`src/rtcl_pkg.sv`:
```
/*
 * Shared constants and types for the locked indirect-access real-time
 * counter: interface selects, key codes, internal map, field positions,
 * reset values and timing.
 * Assumes a single 100 MHz system clock and an active-low async reset.
 */
// Notes on behaviour
// [RULE_01] Only key, address and data registers are host visible; internals are indirect.
// [RULE_02] Internal 0x00-0x03 are capture bytes for loading and reading the counter.
// [RULE_03] Internal 0x04 is the counter control register.
// [RULE_04] Internal 0x05 is the low-frequency oscillator control register.
// [RULE_05] Internal 0x06 holds load capacitance select and automatic stepping enable.
// [RULE_06] Internal 0x07 can short both crystal pins; reserved bits kept as written.
// [RULE_07] Internal 0x08-0x0B are alarm bytes holding the 32-bit compare value.
// [RULE_08] Software writes first then second key code before any address or data access.
// [RULE_09] No time limit between the two key writes; only order matters.
// [RULE_10] Bad order, wrong code or access while locked disables interface until reset.
// [RULE_11] Once unlocked, any number of indirect accesses are allowed.
// [RULE_12] Any key register write while unlocked locks the interface again.
// [RULE_13] Key register read returns status and never disturbs the key sequence.
// [RULE_14] Counter is 32 bits with alarm compare, ticking at about 32 kHz.
// [RULE_15] Load capacitance select offers 16 levels.
// [RULE_16] Alarm and missing-oscillator events are produced for reset or wake-up use.
// [RULE_17] Key status reads 0 locked, 1 first code, 2 unlocked, 3 disabled.
// [RULE_18] Data write starts indirect write; setting busy starts indirect read into data.
// [RULE_19] Address auto-increments after each capture or alarm access, always.
// [RULE_20] Reset returns the key machine to locked, clearing disable and partial key.

package rtcl_pkg;

   localparam int          CLK_HZ       = 100_000_000;
   localparam int          LF_HZ        = 32_768;
   localparam logic [11:0] LF_DIV_LAST  = 12'((CLK_HZ / LF_HZ) - 1);

   localparam logic [1:0]  SEL_KEY      = 2'h0;
   localparam logic [1:0]  SEL_ADR      = 2'h1;
   localparam logic [1:0]  SEL_DAT      = 2'h2;

   localparam logic [7:0]  KEY_FIRST    = 8'hA5;
   localparam logic [7:0]  KEY_SECOND   = 8'hF1;

   localparam logic [7:0]  STAT_LOCKED  = 8'h00;
   localparam logic [7:0]  STAT_FIRST   = 8'h01;
   localparam logic [7:0]  STAT_OPEN    = 8'h02;
   localparam logic [7:0]  STAT_DISABLED = 8'h03;

   localparam logic [3:0]  IA_CAPTURE0  = 4'h0;
   localparam logic [3:0]  IA_CONTROL   = 4'h4;
   localparam logic [3:0]  IA_OSC_CTRL  = 4'h5;
   localparam logic [3:0]  IA_OSC_CFG   = 4'h6;
   localparam logic [3:0]  IA_PIN_CFG   = 4'h7;
   localparam logic [3:0]  IA_ALARM0    = 4'h8;
   localparam logic [3:0]  IA_LAST      = 4'hB;

   localparam int          ADR_BUSY     = 7;
   localparam int          ADR_AUTORD   = 6;
   localparam int          ADR_SHORT    = 4;
   localparam logic [7:0]  ADR_RESET    = 8'h10;
   localparam logic [7:0]  DAT_RESET    = 8'h00;

   localparam logic [3:0]  ACC_LONG     = 4'h7;
   localparam logic [3:0]  ACC_SHORT    = 4'h6;

   localparam int          CTL_RUN      = 0;
   localparam int          CTL_ALM_EN   = 1;
   localparam int          CTL_LOAD     = 2;
   localparam int          CTL_CAPT     = 3;
   localparam int          CTL_ALM_FLAG = 4;
   localparam int          CTL_MISS_FLAG = 5;
   localparam logic [7:0]  CTL_RESET    = 8'h00;

   localparam int          MEM_DEPTH    = 7;
   localparam logic [3:0]  MEM_BASE     = IA_OSC_CTRL;
   localparam logic [7:0]  MEM_RESET    = 8'h00;
   localparam int          CFG_CAP_LSB  = 0;
   localparam int          CFG_AUTO_CAP_STEPPING = 7;
   localparam int          PIN_SHORT    = 7;

   typedef struct packed {
      logic       wr;
      logic       rd;
      logic [1:0] sel;
      logic [7:0] wdata;
   } rtcl_sfr_req_type;

   typedef struct packed {
      logic [7:0] osc_ctrl;
      logic [3:0] load_cap;
      logic       auto_cap_stepping;
      logic       pins_shorted;
   } rtcl_osc_out_type;

   typedef enum logic [1:0] {
      KS_LOCKED,
      KS_FIRST,
      KS_UNLOCKED,
      KS_DISABLED
   } rtcl_key_state_type;

endpackage

```
`src/rtcl_byte_mem.sv`:
```
/*
 * Small byte store for the oscillator, pin and alarm internal registers.
 * Read data come out of a register one cycle after rd_en; all bytes are
 * also visible in parallel for the compare and oscillator controls.
 */
`timescale 1ns/10ps
`default_nettype none

module rtcl_byte_mem
   import rtcl_pkg::*;
(
   input  wire logic                   ref_clk,
   input  wire logic                   rst_n,
   input  wire logic                   wr_en,
   input  wire logic [2:0]             wr_idx,
   input  wire logic [7:0]             wr_data,
   input  wire logic                   rd_en,
   input  wire logic [2:0]             rd_idx,
   output logic      [7:0]             rd_data,
   output logic      [MEM_DEPTH*8-1:0] all_q
);

   logic [7:0] mem_q [MEM_DEPTH];
   logic [7:0] mem_d [MEM_DEPTH];
   logic [7:0] rd_q;
   logic [7:0] rd_d;

   genvar gi;
   generate
      for (gi = 0; gi < MEM_DEPTH; gi++) begin : g_byte
         always_comb begin
            mem_d[gi] = mem_q[gi];
            if (wr_en && (wr_idx == 3'(gi))) begin
               mem_d[gi] = wr_data;
            end
         end
         always_ff @(posedge ref_clk or negedge rst_n) begin
            if (!rst_n) begin
               mem_q[gi] <= MEM_RESET;
            end else begin
               mem_q[gi] <= mem_d[gi];
            end
         end
         assign all_q[gi*8 +: 8] = mem_q[gi];
      end
   endgenerate

   always_comb begin
      rd_d = rd_q;
      if (rd_en) begin
         rd_d = (rd_idx < 3'(MEM_DEPTH)) ? mem_q[rd_idx] : 8'h00;
      end
   end

   always_ff @(posedge ref_clk or negedge rst_n) begin
      if (!rst_n) begin
         rd_q <= 8'h00;
      end else begin
         rd_q <= rd_d;
      end
   end

   assign rd_data = rd_q;

endmodule

`default_nettype wire

```
`src/rtcl_core.sv`:
```
/*
 * Locked indirect-access real-time counter: key machine, address and
 * data interface registers, indirect access engine, 32-bit counter with
 * alarm compare and missing-oscillator detection.
 * Assumes the host port is synchronous to ref_clk with one-cycle strobes
 * and that lf_osc_ok reports a running low-frequency oscillator.
 */
`timescale 1ns/10ps
`default_nettype none

module rtcl_core
   import rtcl_pkg::*;
(
   input  wire logic             ref_clk,
   input  wire logic             rst_n,
   input  wire rtcl_sfr_req_type sfr_req,
   output logic      [7:0]       sfr_rdata,
   input  wire logic             lf_osc_ok,
   output logic                  alarm_event,
   output logic                  missing_osc_event,
   output rtcl_osc_out_type      osc_out
);

   ////////////////////////////////////////////////////////////////////////
   // State

   rtcl_key_state_type key_q, key_d;
   logic [7:0]  adr_q, adr_d;
   logic [7:0]  dat_q, dat_d;
   logic [3:0]  cnt_q, cnt_d;
   logic        opwr_q, opwr_d;
   logic [7:0]  rdata_q, rdata_d;
   logic [7:0]  ctl_q, ctl_d;
   logic [31:0] capt_q, capt_d;
   logic [31:0] tmr_q, tmr_d;
   logic [11:0] div_q, div_d;
   logic        alm_ev_q, miss_ev_q;

   logic        ind_wr;
   logic [3:0]  ind_idx;
   logic        mem_rd;
   logic [3:0]  mem_rd_adr;
   logic [7:0]  mem_rdata;
   logic [MEM_DEPTH*8-1:0] mem_all;
   logic [7:0]  rd_val;
   logic [7:0]  stat_code;
   logic        open_if, busy, done, is_multi;
   logic        acc_adr_dat, key_wr;
   logic        tick, alarm_hit, miss_hit;
   logic [31:0] alarm_val;

   ////////////////////////////////////////////////////////////////////////
   // Interface registers and key machine

   assign open_if     = (key_q == KS_UNLOCKED);
   assign busy        = (cnt_q != 4'h0);
   assign done        = (cnt_q == 4'h1);
   assign key_wr      = sfr_req.wr && (sfr_req.sel == SEL_KEY);
   assign acc_adr_dat = (sfr_req.wr || sfr_req.rd)
                        && (sfr_req.sel == SEL_ADR || sfr_req.sel == SEL_DAT);
   assign ind_idx     = adr_q[3:0];
   assign is_multi    = (ind_idx <= IA_CAPTURE0 + 4'h3)
                        || (ind_idx >= IA_ALARM0 && ind_idx <= IA_LAST);

   always_comb begin
      unique case (key_q)
         KS_LOCKED:   stat_code = STAT_LOCKED;
         KS_FIRST:    stat_code = STAT_FIRST;
         KS_UNLOCKED: stat_code = STAT_OPEN;
         KS_DISABLED: stat_code = STAT_DISABLED;
      endcase
   end

   // Internal read mux; holes in the map read as zero
   always_comb begin
      if (ind_idx <= IA_CAPTURE0 + 4'h3) begin
         rd_val = capt_q[ind_idx[1:0]*8 +: 8];
      end else if (ind_idx == IA_CONTROL) begin
         rd_val = ctl_q;
      end else if (ind_idx <= IA_LAST) begin
         rd_val = mem_rdata;
      end else begin
         rd_val = 8'h00;
      end
   end

   always_comb begin
      key_d      = key_q;
      adr_d      = adr_q;
      dat_d      = dat_q;
      cnt_d      = cnt_q;
      opwr_d     = opwr_q;
      rdata_d    = rdata_q;
      ind_wr     = 1'b0;
      mem_rd     = 1'b0;
      mem_rd_adr = adr_q[3:0];
      // Status read never touches the key machine
      if (sfr_req.rd) begin
         unique case (sfr_req.sel)
            SEL_KEY: rdata_d = stat_code; // RULE_13 RULE_17
            SEL_ADR: rdata_d = open_if ? adr_q : 8'h00;
            SEL_DAT: rdata_d = open_if ? dat_q : 8'h00;
            default: rdata_d = 8'h00;
         endcase
      end
      if (key_wr) begin
         unique case (key_q)
            KS_LOCKED:   key_d = (sfr_req.wdata == KEY_FIRST) ? KS_FIRST : KS_DISABLED; // RULE_10
            KS_FIRST:    key_d = (sfr_req.wdata == KEY_SECOND) ? KS_UNLOCKED : KS_DISABLED; // RULE_09
            KS_UNLOCKED: key_d = KS_LOCKED; // RULE_12
            KS_DISABLED: key_d = KS_DISABLED; // RULE_17
         endcase
      end else if (acc_adr_dat && !open_if && key_q != KS_DISABLED) begin
         key_d = KS_DISABLED; // RULE_10
      end
      // Busy countdown for an indirect access in flight
      if (busy) begin
         cnt_d = cnt_q - 4'h1;
      end
      // Completion of an indirect access
      if (done) begin
         cnt_d         = 4'h0;
         adr_d[ADR_BUSY] = 1'b0;
         if (opwr_q) begin
            ind_wr = 1'b1; // RULE_18
         end else begin
            dat_d = rd_val; // RULE_18
         end
         if (is_multi) begin
            adr_d[1:0] = adr_q[1:0] + 2'h1; // RULE_19
         end
      end
      // New accesses are only taken when idle; writes while busy are dropped
      if (open_if && !busy) begin // RULE_01 RULE_11
         if (sfr_req.wr && sfr_req.sel == SEL_ADR) begin
            adr_d = sfr_req.wdata;
            if (sfr_req.wdata[ADR_BUSY]) begin
               cnt_d      = sfr_req.wdata[ADR_SHORT] ? ACC_SHORT : ACC_LONG; // RULE_18
               opwr_d     = 1'b0;
               mem_rd     = 1'b1;
               mem_rd_adr = sfr_req.wdata[3:0];
            end
         end else if (sfr_req.wr && sfr_req.sel == SEL_DAT) begin
            dat_d           = sfr_req.wdata;
            adr_d[ADR_BUSY] = 1'b1;
            cnt_d           = adr_q[ADR_SHORT] ? ACC_SHORT : ACC_LONG; // RULE_18
            opwr_d          = 1'b1;
         end else if (sfr_req.rd && sfr_req.sel == SEL_DAT && adr_q[ADR_AUTORD]) begin
            adr_d[ADR_BUSY] = 1'b1;
            cnt_d           = adr_q[ADR_SHORT] ? ACC_SHORT : ACC_LONG;
            opwr_d          = 1'b0;
            mem_rd          = 1'b1;
         end
      end
   end

   always_ff @(posedge ref_clk or negedge rst_n) begin
      if (!rst_n) begin
         key_q   <= KS_LOCKED; // RULE_20
         adr_q   <= ADR_RESET;
         dat_q   <= DAT_RESET;
         cnt_q   <= 4'h0;
         opwr_q  <= 1'b0;
         rdata_q <= 8'h00;
      end else begin
         key_q   <= key_d;
         adr_q   <= adr_d;
         dat_q   <= dat_d;
         cnt_q   <= cnt_d;
         opwr_q  <= opwr_d;
         rdata_q <= rdata_d;
      end
   end

   rtcl_byte_mem u_mem (
      .ref_clk (ref_clk),
      .rst_n   (rst_n),
      .wr_en   (ind_wr && ind_idx >= MEM_BASE && ind_idx <= IA_LAST),
      .wr_idx  (3'(ind_idx - MEM_BASE)),
      .wr_data (dat_q),
      .rd_en   (mem_rd),
      .rd_idx  (3'(mem_rd_adr - MEM_BASE)),
      .rd_data (mem_rdata),
      .all_q   (mem_all)
   );

   ////////////////////////////////////////////////////////////////////////
   // Counter, alarm and oscillator watch

   assign alarm_val = mem_all[(IA_ALARM0 - MEM_BASE)*8 +: 32]; // RULE_07
   assign tick      = (div_q == LF_DIV_LAST); // RULE_14
   assign alarm_hit = tick && ctl_q[CTL_RUN] && lf_osc_ok && ctl_q[CTL_ALM_EN]
                      && (tmr_q + 32'h0000_0001 == alarm_val);
   // One pulse per loss; rearmed when software clears the flag
   assign miss_hit  = ctl_q[CTL_RUN] && !lf_osc_ok && !ctl_q[CTL_MISS_FLAG];

   always_comb begin
      div_d  = tick ? 12'h000 : div_q + 12'h001;
      ctl_d  = ctl_q;
      capt_d = capt_q;
      tmr_d  = tmr_q;
      if (ind_wr && ind_idx <= IA_CAPTURE0 + 4'h3) begin
         capt_d[ind_idx[1:0]*8 +: 8] = dat_q; // RULE_02
      end
      if (ind_wr && ind_idx == IA_CONTROL) begin
         ctl_d = dat_q; // RULE_03
         // Flags clear on a written 0 and stay on a written 1
         ctl_d[CTL_ALM_FLAG]  = dat_q[CTL_ALM_FLAG] & ctl_q[CTL_ALM_FLAG];
         ctl_d[CTL_MISS_FLAG] = dat_q[CTL_MISS_FLAG] & ctl_q[CTL_MISS_FLAG];
      end
      if (ctl_q[CTL_LOAD]) begin
         tmr_d           = capt_q; // RULE_02
         ctl_d[CTL_LOAD] = 1'b0;
      end else if (tick && ctl_q[CTL_RUN] && lf_osc_ok) begin
         tmr_d = tmr_q + 32'h0000_0001; // RULE_14
      end
      if (ctl_q[CTL_CAPT]) begin
         capt_d          = tmr_q;
         ctl_d[CTL_CAPT] = 1'b0;
      end
      // Hardware set beats a same-cycle clear
      if (alarm_hit) begin
         ctl_d[CTL_ALM_FLAG] = 1'b1; // RULE_16
      end
      if (miss_hit) begin
         ctl_d[CTL_MISS_FLAG] = 1'b1; // RULE_16
      end
   end

   always_ff @(posedge ref_clk or negedge rst_n) begin
      if (!rst_n) begin
         div_q     <= 12'h000;
         ctl_q     <= CTL_RESET;
         capt_q    <= 32'h0000_0000;
         tmr_q     <= 32'h0000_0000;
         alm_ev_q  <= 1'b0;
         miss_ev_q <= 1'b0;
      end else begin
         div_q     <= div_d;
         ctl_q     <= ctl_d;
         capt_q    <= capt_d;
         tmr_q     <= tmr_d;
         alm_ev_q  <= alarm_hit;
         miss_ev_q <= miss_hit;
      end
   end

   assign sfr_rdata                 = rdata_q;
   assign alarm_event               = alm_ev_q;
   assign missing_osc_event         = miss_ev_q;
   assign osc_out.osc_ctrl          = mem_all[(IA_OSC_CTRL - MEM_BASE)*8 +: 8]; // RULE_04
   assign osc_out.load_cap          = mem_all[(IA_OSC_CFG - MEM_BASE)*8 + CFG_CAP_LSB +: 4]; // RULE_15
   assign osc_out.auto_cap_stepping = mem_all[(IA_OSC_CFG - MEM_BASE)*8 + CFG_AUTO_CAP_STEPPING]; // RULE_05
   assign osc_out.pins_shorted      = mem_all[(IA_PIN_CFG - MEM_BASE)*8 + PIN_SHORT]; // RULE_06
endmodule

`default_nettype wire

```
`config.mk`:
```
export PLATFORM = sky130hd
export DESIGN_NAME = rtcl_core
export DESIGN_NICKNAME = d
export VERILOG_FILES = /design/src/rtcl_pkg.sv /design/src/rtcl_byte_mem.sv /design/src/rtcl_core.sv
export SDC_FILE = /design/constraint.sdc
export NUM_CORES = 1
export LEC_CHECK = 0
export ABC_AREA = 0
export BUFFER_PORTS_ARGS = -buffer_cell sky130_fd_sc_hd__buf_2
export CAP_MARGIN = 10
export CORE_UTILIZATION = 51
export DETAILED_ROUTE_END_ITERATION = 7
export PLACE_DENSITY = 0.71
export SLEW_MARGIN = 5
export SYNTH_ARGS = -nofsm -noshare
export SYNTH_HDL_FRONTEND = slang
export SYNTH_SLANG_ARGS = --single-unit
export TNS_END_PERCENT = 30
```
`constraint.sdc`:
```
create_clock -name ref_clk -period 11.5 [get_ports ref_clk]
set_clock_uncertainty 0.2 [all_clocks]
set_input_delay 1.15 -clock ref_clk [delete_from_list [all_inputs] [get_ports ref_clk]]
set_output_delay 1.15 -clock ref_clk [all_outputs]
set_load 0.005 [all_outputs]
```
==> results.toml <==
[clocking]
clk_latency_ns = 0.45
cts.htree.levels = 4
cts_setup_buffers = 0
cts_tree = "done"
root_buffer = "clkbuf_16"
cts_resized = 0
clk_pin_slew_ns = 0.08
cts_sinks = 181
cts_buffers = 17
cts_buffer_depth = 2
hold_buffers = 0

[finish]
stdcell_count = 1310
layout-area-overhead-vs-synth_pct = 7.73
final_area_um2 = 11200
fill_cells = 1689
layout_common_cells = "dfrtp_1 (179), nand2_1 (178), o21ai_0 (71)"
layout_commonest_cell = "dfrtp_1"
drive_gt1_frac = 0.169
layout.nets = 1066
diodes = 0
layout.area.seq_um2 = 4530
multi_input_area_um2 = 5370

[timing]
slew_viol_final = 0
fmax_ghz = 0.203
worst_pin_slew_ns = 1.21
relSlewSlack = 0.185
setup_viol = 0
hold_violations = 0
period_minus_slack_ns = 4.92
timing.final.crit_share = 0.428
rsz0062_at_grt = "no"
tns_ns = 0

[critical_path]
cp_max_fo = 25
crit_top_cell = "ha_1"
worstSetupStartpointType = "input pin"
setup.worst_path.end = "u_mem.rd_data[7]$_DFFE_PN0P_"
cpPeakStageDelay_ns = 0.90
worstPathRequired_ns = 11.61
arrival_ns = 5.03
r2r_end = "u_mem.rd_data[7]$_DFFE_PN0P_"
critPathBufInv = 2
crit_slowest_cell = "mux2i_4"
critPathKind = "input pin to register"
cp_num_cells = 10
path_cells = "buf_2 -> inv_1 -> ha_1 -> nand3_1 -> nor4_2 -> mux2i_4 -> ha_1 -> mux4_2 -> nor2_1 -> o31ai_1"
crit_family = "multiplexers"
rr_worst_depth = 9
crit_path_start = "sfr_req[9]"
r2r_slack_ns = 7.20
endpoint_kind = "register"
r2r_start = "cnt_q[0]$_DFF_PN0_"

[logic_synthesis]
ys_top_cells_by_area = "dfrtp_1 (43%), mux2_2 (7.1%), nand2_1 (6.4%)"
ys_seq_elements = 181
synth_edf_count = 0
syn_inst = 1050
syn_nets = 1084
netlist_area_um2 = 10400
ys_dominant_reg_cell = "dfrtp_1"
synth-async-reset-ratio = 1.00
ys_warn_count = 0
seq_area_frac_synth = 0.437
avgSynthCellArea_um2 = 9.88
synth_top_area_share = 0.434
synth.largest_area_cell = "dfrtp_1"
ys_types = 69

[placement]
placed_cells = 1277
gp_congestion = 0.950
place_hpwl_mm = 19.8
dpl_cell_area_um2 = 10600
placement.io_buffers = 38

[grt]
grt.overflow.total = 0
antenna_found_initial = 0
track_usage = 0.294
grt_start_max_net_pins = 123
grt_pass1_vias = 7762
grt_pass1_wl_mm = 45.2

[floorplan]
rows = 51
die_w_um = 145
core-area_um2 = 19700
die_area_um2 = 20900
fp.dieH_um = 145
initial_core_util = 0.526
ios = 39

[detailed_routing]
met1_length_mm = 12.4
viasPerCell = 6.21
drt-initial-drc-count = 892
wl_mm = 28.5
dr_wl_met2_mm = 12.6
drcViolationCount = 0
postRouteAntennaNets = 0
highest_layer = "met4"
num_vias = 8137
wl_met3_mm = 2.07
first_pass_iters = 8
wl_per_cell_um = 21.8

[hold_path]
hp-class = "register to register"

[power]
p_total_mw = 2.65
ir_worst_vdd_uv = 129
powerDensity_nw_per_um2 = 237
p_leak_nw = 5.01

[status]
status = "finished clean"

[run]
maxCapViolCount = 0
-- metal layers --
metal  track usage  vias to the layer above
met5             0                        -
met4         0.168                        0
met3        0.0669                       80
met2         0.428                      346
met1         0.404                     4039
li1              -                     3672
-- stage by stage --
stage	setup WS, ns	hold slack (ns)	utilization
3_3_place_gp	6.31	0.287	0.536
6_report	6.58	0.304	0.567
5_1_grt	6.15	0.314	0.567
4_1_cts	6.60	0.307	0.567
2_1_floorplan	7.21	0.228	-
3_5_place_dp	6.16	0.291	0.536
-- report_power, final --
group          internal [mW]  switching, mW
Sequential             0.740          0.256
Clock                  0.331          0.280
Combinational          0.449          0.590
-- logic make-up after synthesis --
| kind of cell | Yosys count | share of synthesized area |
|---|---|---|
| and+or+nand+nor | 370 | 0.179 |
| AOI/OAI and AO/OA | 182 | 0.113 |
| adders and majority gates | 19 | 0.0229 |
| DFF | 181 | 0.437 |
| buffers and inverters | 107 | 0.0469 |
| muxes | 105 | 0.130 |
| xor gates and xnor gates | 86 | 0.0726 |
-- synth_stat cells (3+ instances only) --
| library cell | number |
|---|---|
| buf_4 | 19 |
| a22oi_1 | 41 |
| mux2_1 | 8 |
| a211oi_1 | 9 |
| o22ai_1 | 7 |
| o31ai_1 | 10 |
| and3_1 | 14 |
| nor2_1 | 51 |
| nor3_1 | 11 |
| dfrtp_1 | 180 |
| buf_2 | 10 |
| o21ai_0 | 71 |
| mux2i_1 | 15 |
| nand2_1 | 178 |
| nor4_1 | 6 |
| and2_1 | 3 |
| nand3b_1 | 4 |
| mux4_2 | 16 |
| nand4_1 | 18 |
| nand3_1 | 30 |
| mux2_2 | 65 |
| and4_1 | 9 |
| a21oi_1 | 14 |
| or3_1 | 3 |
| inv_1 | 25 |
| xnor2_1 | 52 |
| clkbuf_1 | 49 |
| nand2b_1 | 6 |
| nor3b_1 | 13 |
| ha_1 | 19 |
| or4_1 | 3 |
| xor2_1 | 34 |
| o211ai_1 | 11 |
| nor2b_1 | 3 |
-- sequential cells by signal, indices dropped and copies added (netlist names) --
name / cells
missing_osc_event: 1
opwr_q: 1
dat_q: 8
alarm_event: 1
u_mem.all_q: 56
key_q: 2
adr_q: 8
cnt_q: 4
u_mem.rd_data: 8
capt_q: 32
div_q: 12
sfr_rdata: 8
ctl_q: 8
tmr_q: 32
-- area by class of cell --
type	instances	area share
inverter	26	0.00873
tap	265	0.0297
clock buffer	17	0.0381
multi-input combinational	762	0.480
timing repair buffer	44	0.0216
clock inverter	15	0.0163
sequential	181	0.406
-- worst reg2reg max path, delay by kind of cell (launching register included) --
family	cells	cell delay [ns]
adders and majority gates	2	1.03
muxes	2	1.51
DFF	1	0.42
buffers and inverters	1	0.09
AOI/OAI and AO/OA	1	0.08
and+or+nand+nor	3	0.84
-- how the worst min path moves through the flow --
stage / slack, ns / start / end / depth (start not counted)
finish: 0.30 / div_q[0]$_DFF_PN0_ / div_q[0]$_DFF_PN0_ / 1
global route: 0.31 / ctl_q[6]$_DFFE_PN0P_ / ctl_q[6]$_DFFE_PN0P_ / 1
CTS: 0.31 / u_mem.all_q[14]$_DFFE_PN0P_ / u_mem.all_q[14]$_DFFE_PN0P_ / 1
detailed placement: 0.29 / u_mem.all_q[14]$_DFFE_PN0P_ / u_mem.all_q[14]$_DFFE_PN0P_ / 1
global placement: 0.29 / u_mem.all_q[22]$_DFFE_PN0P_ / u_mem.all_q[22]$_DFFE_PN0P_ / 1
floorplan: 0.23 / ctl_q[5]$_DFFE_PN0P_ / missing_osc_event$_DFF_PN0_ / 1
Power figures use the tool's default switching activity.
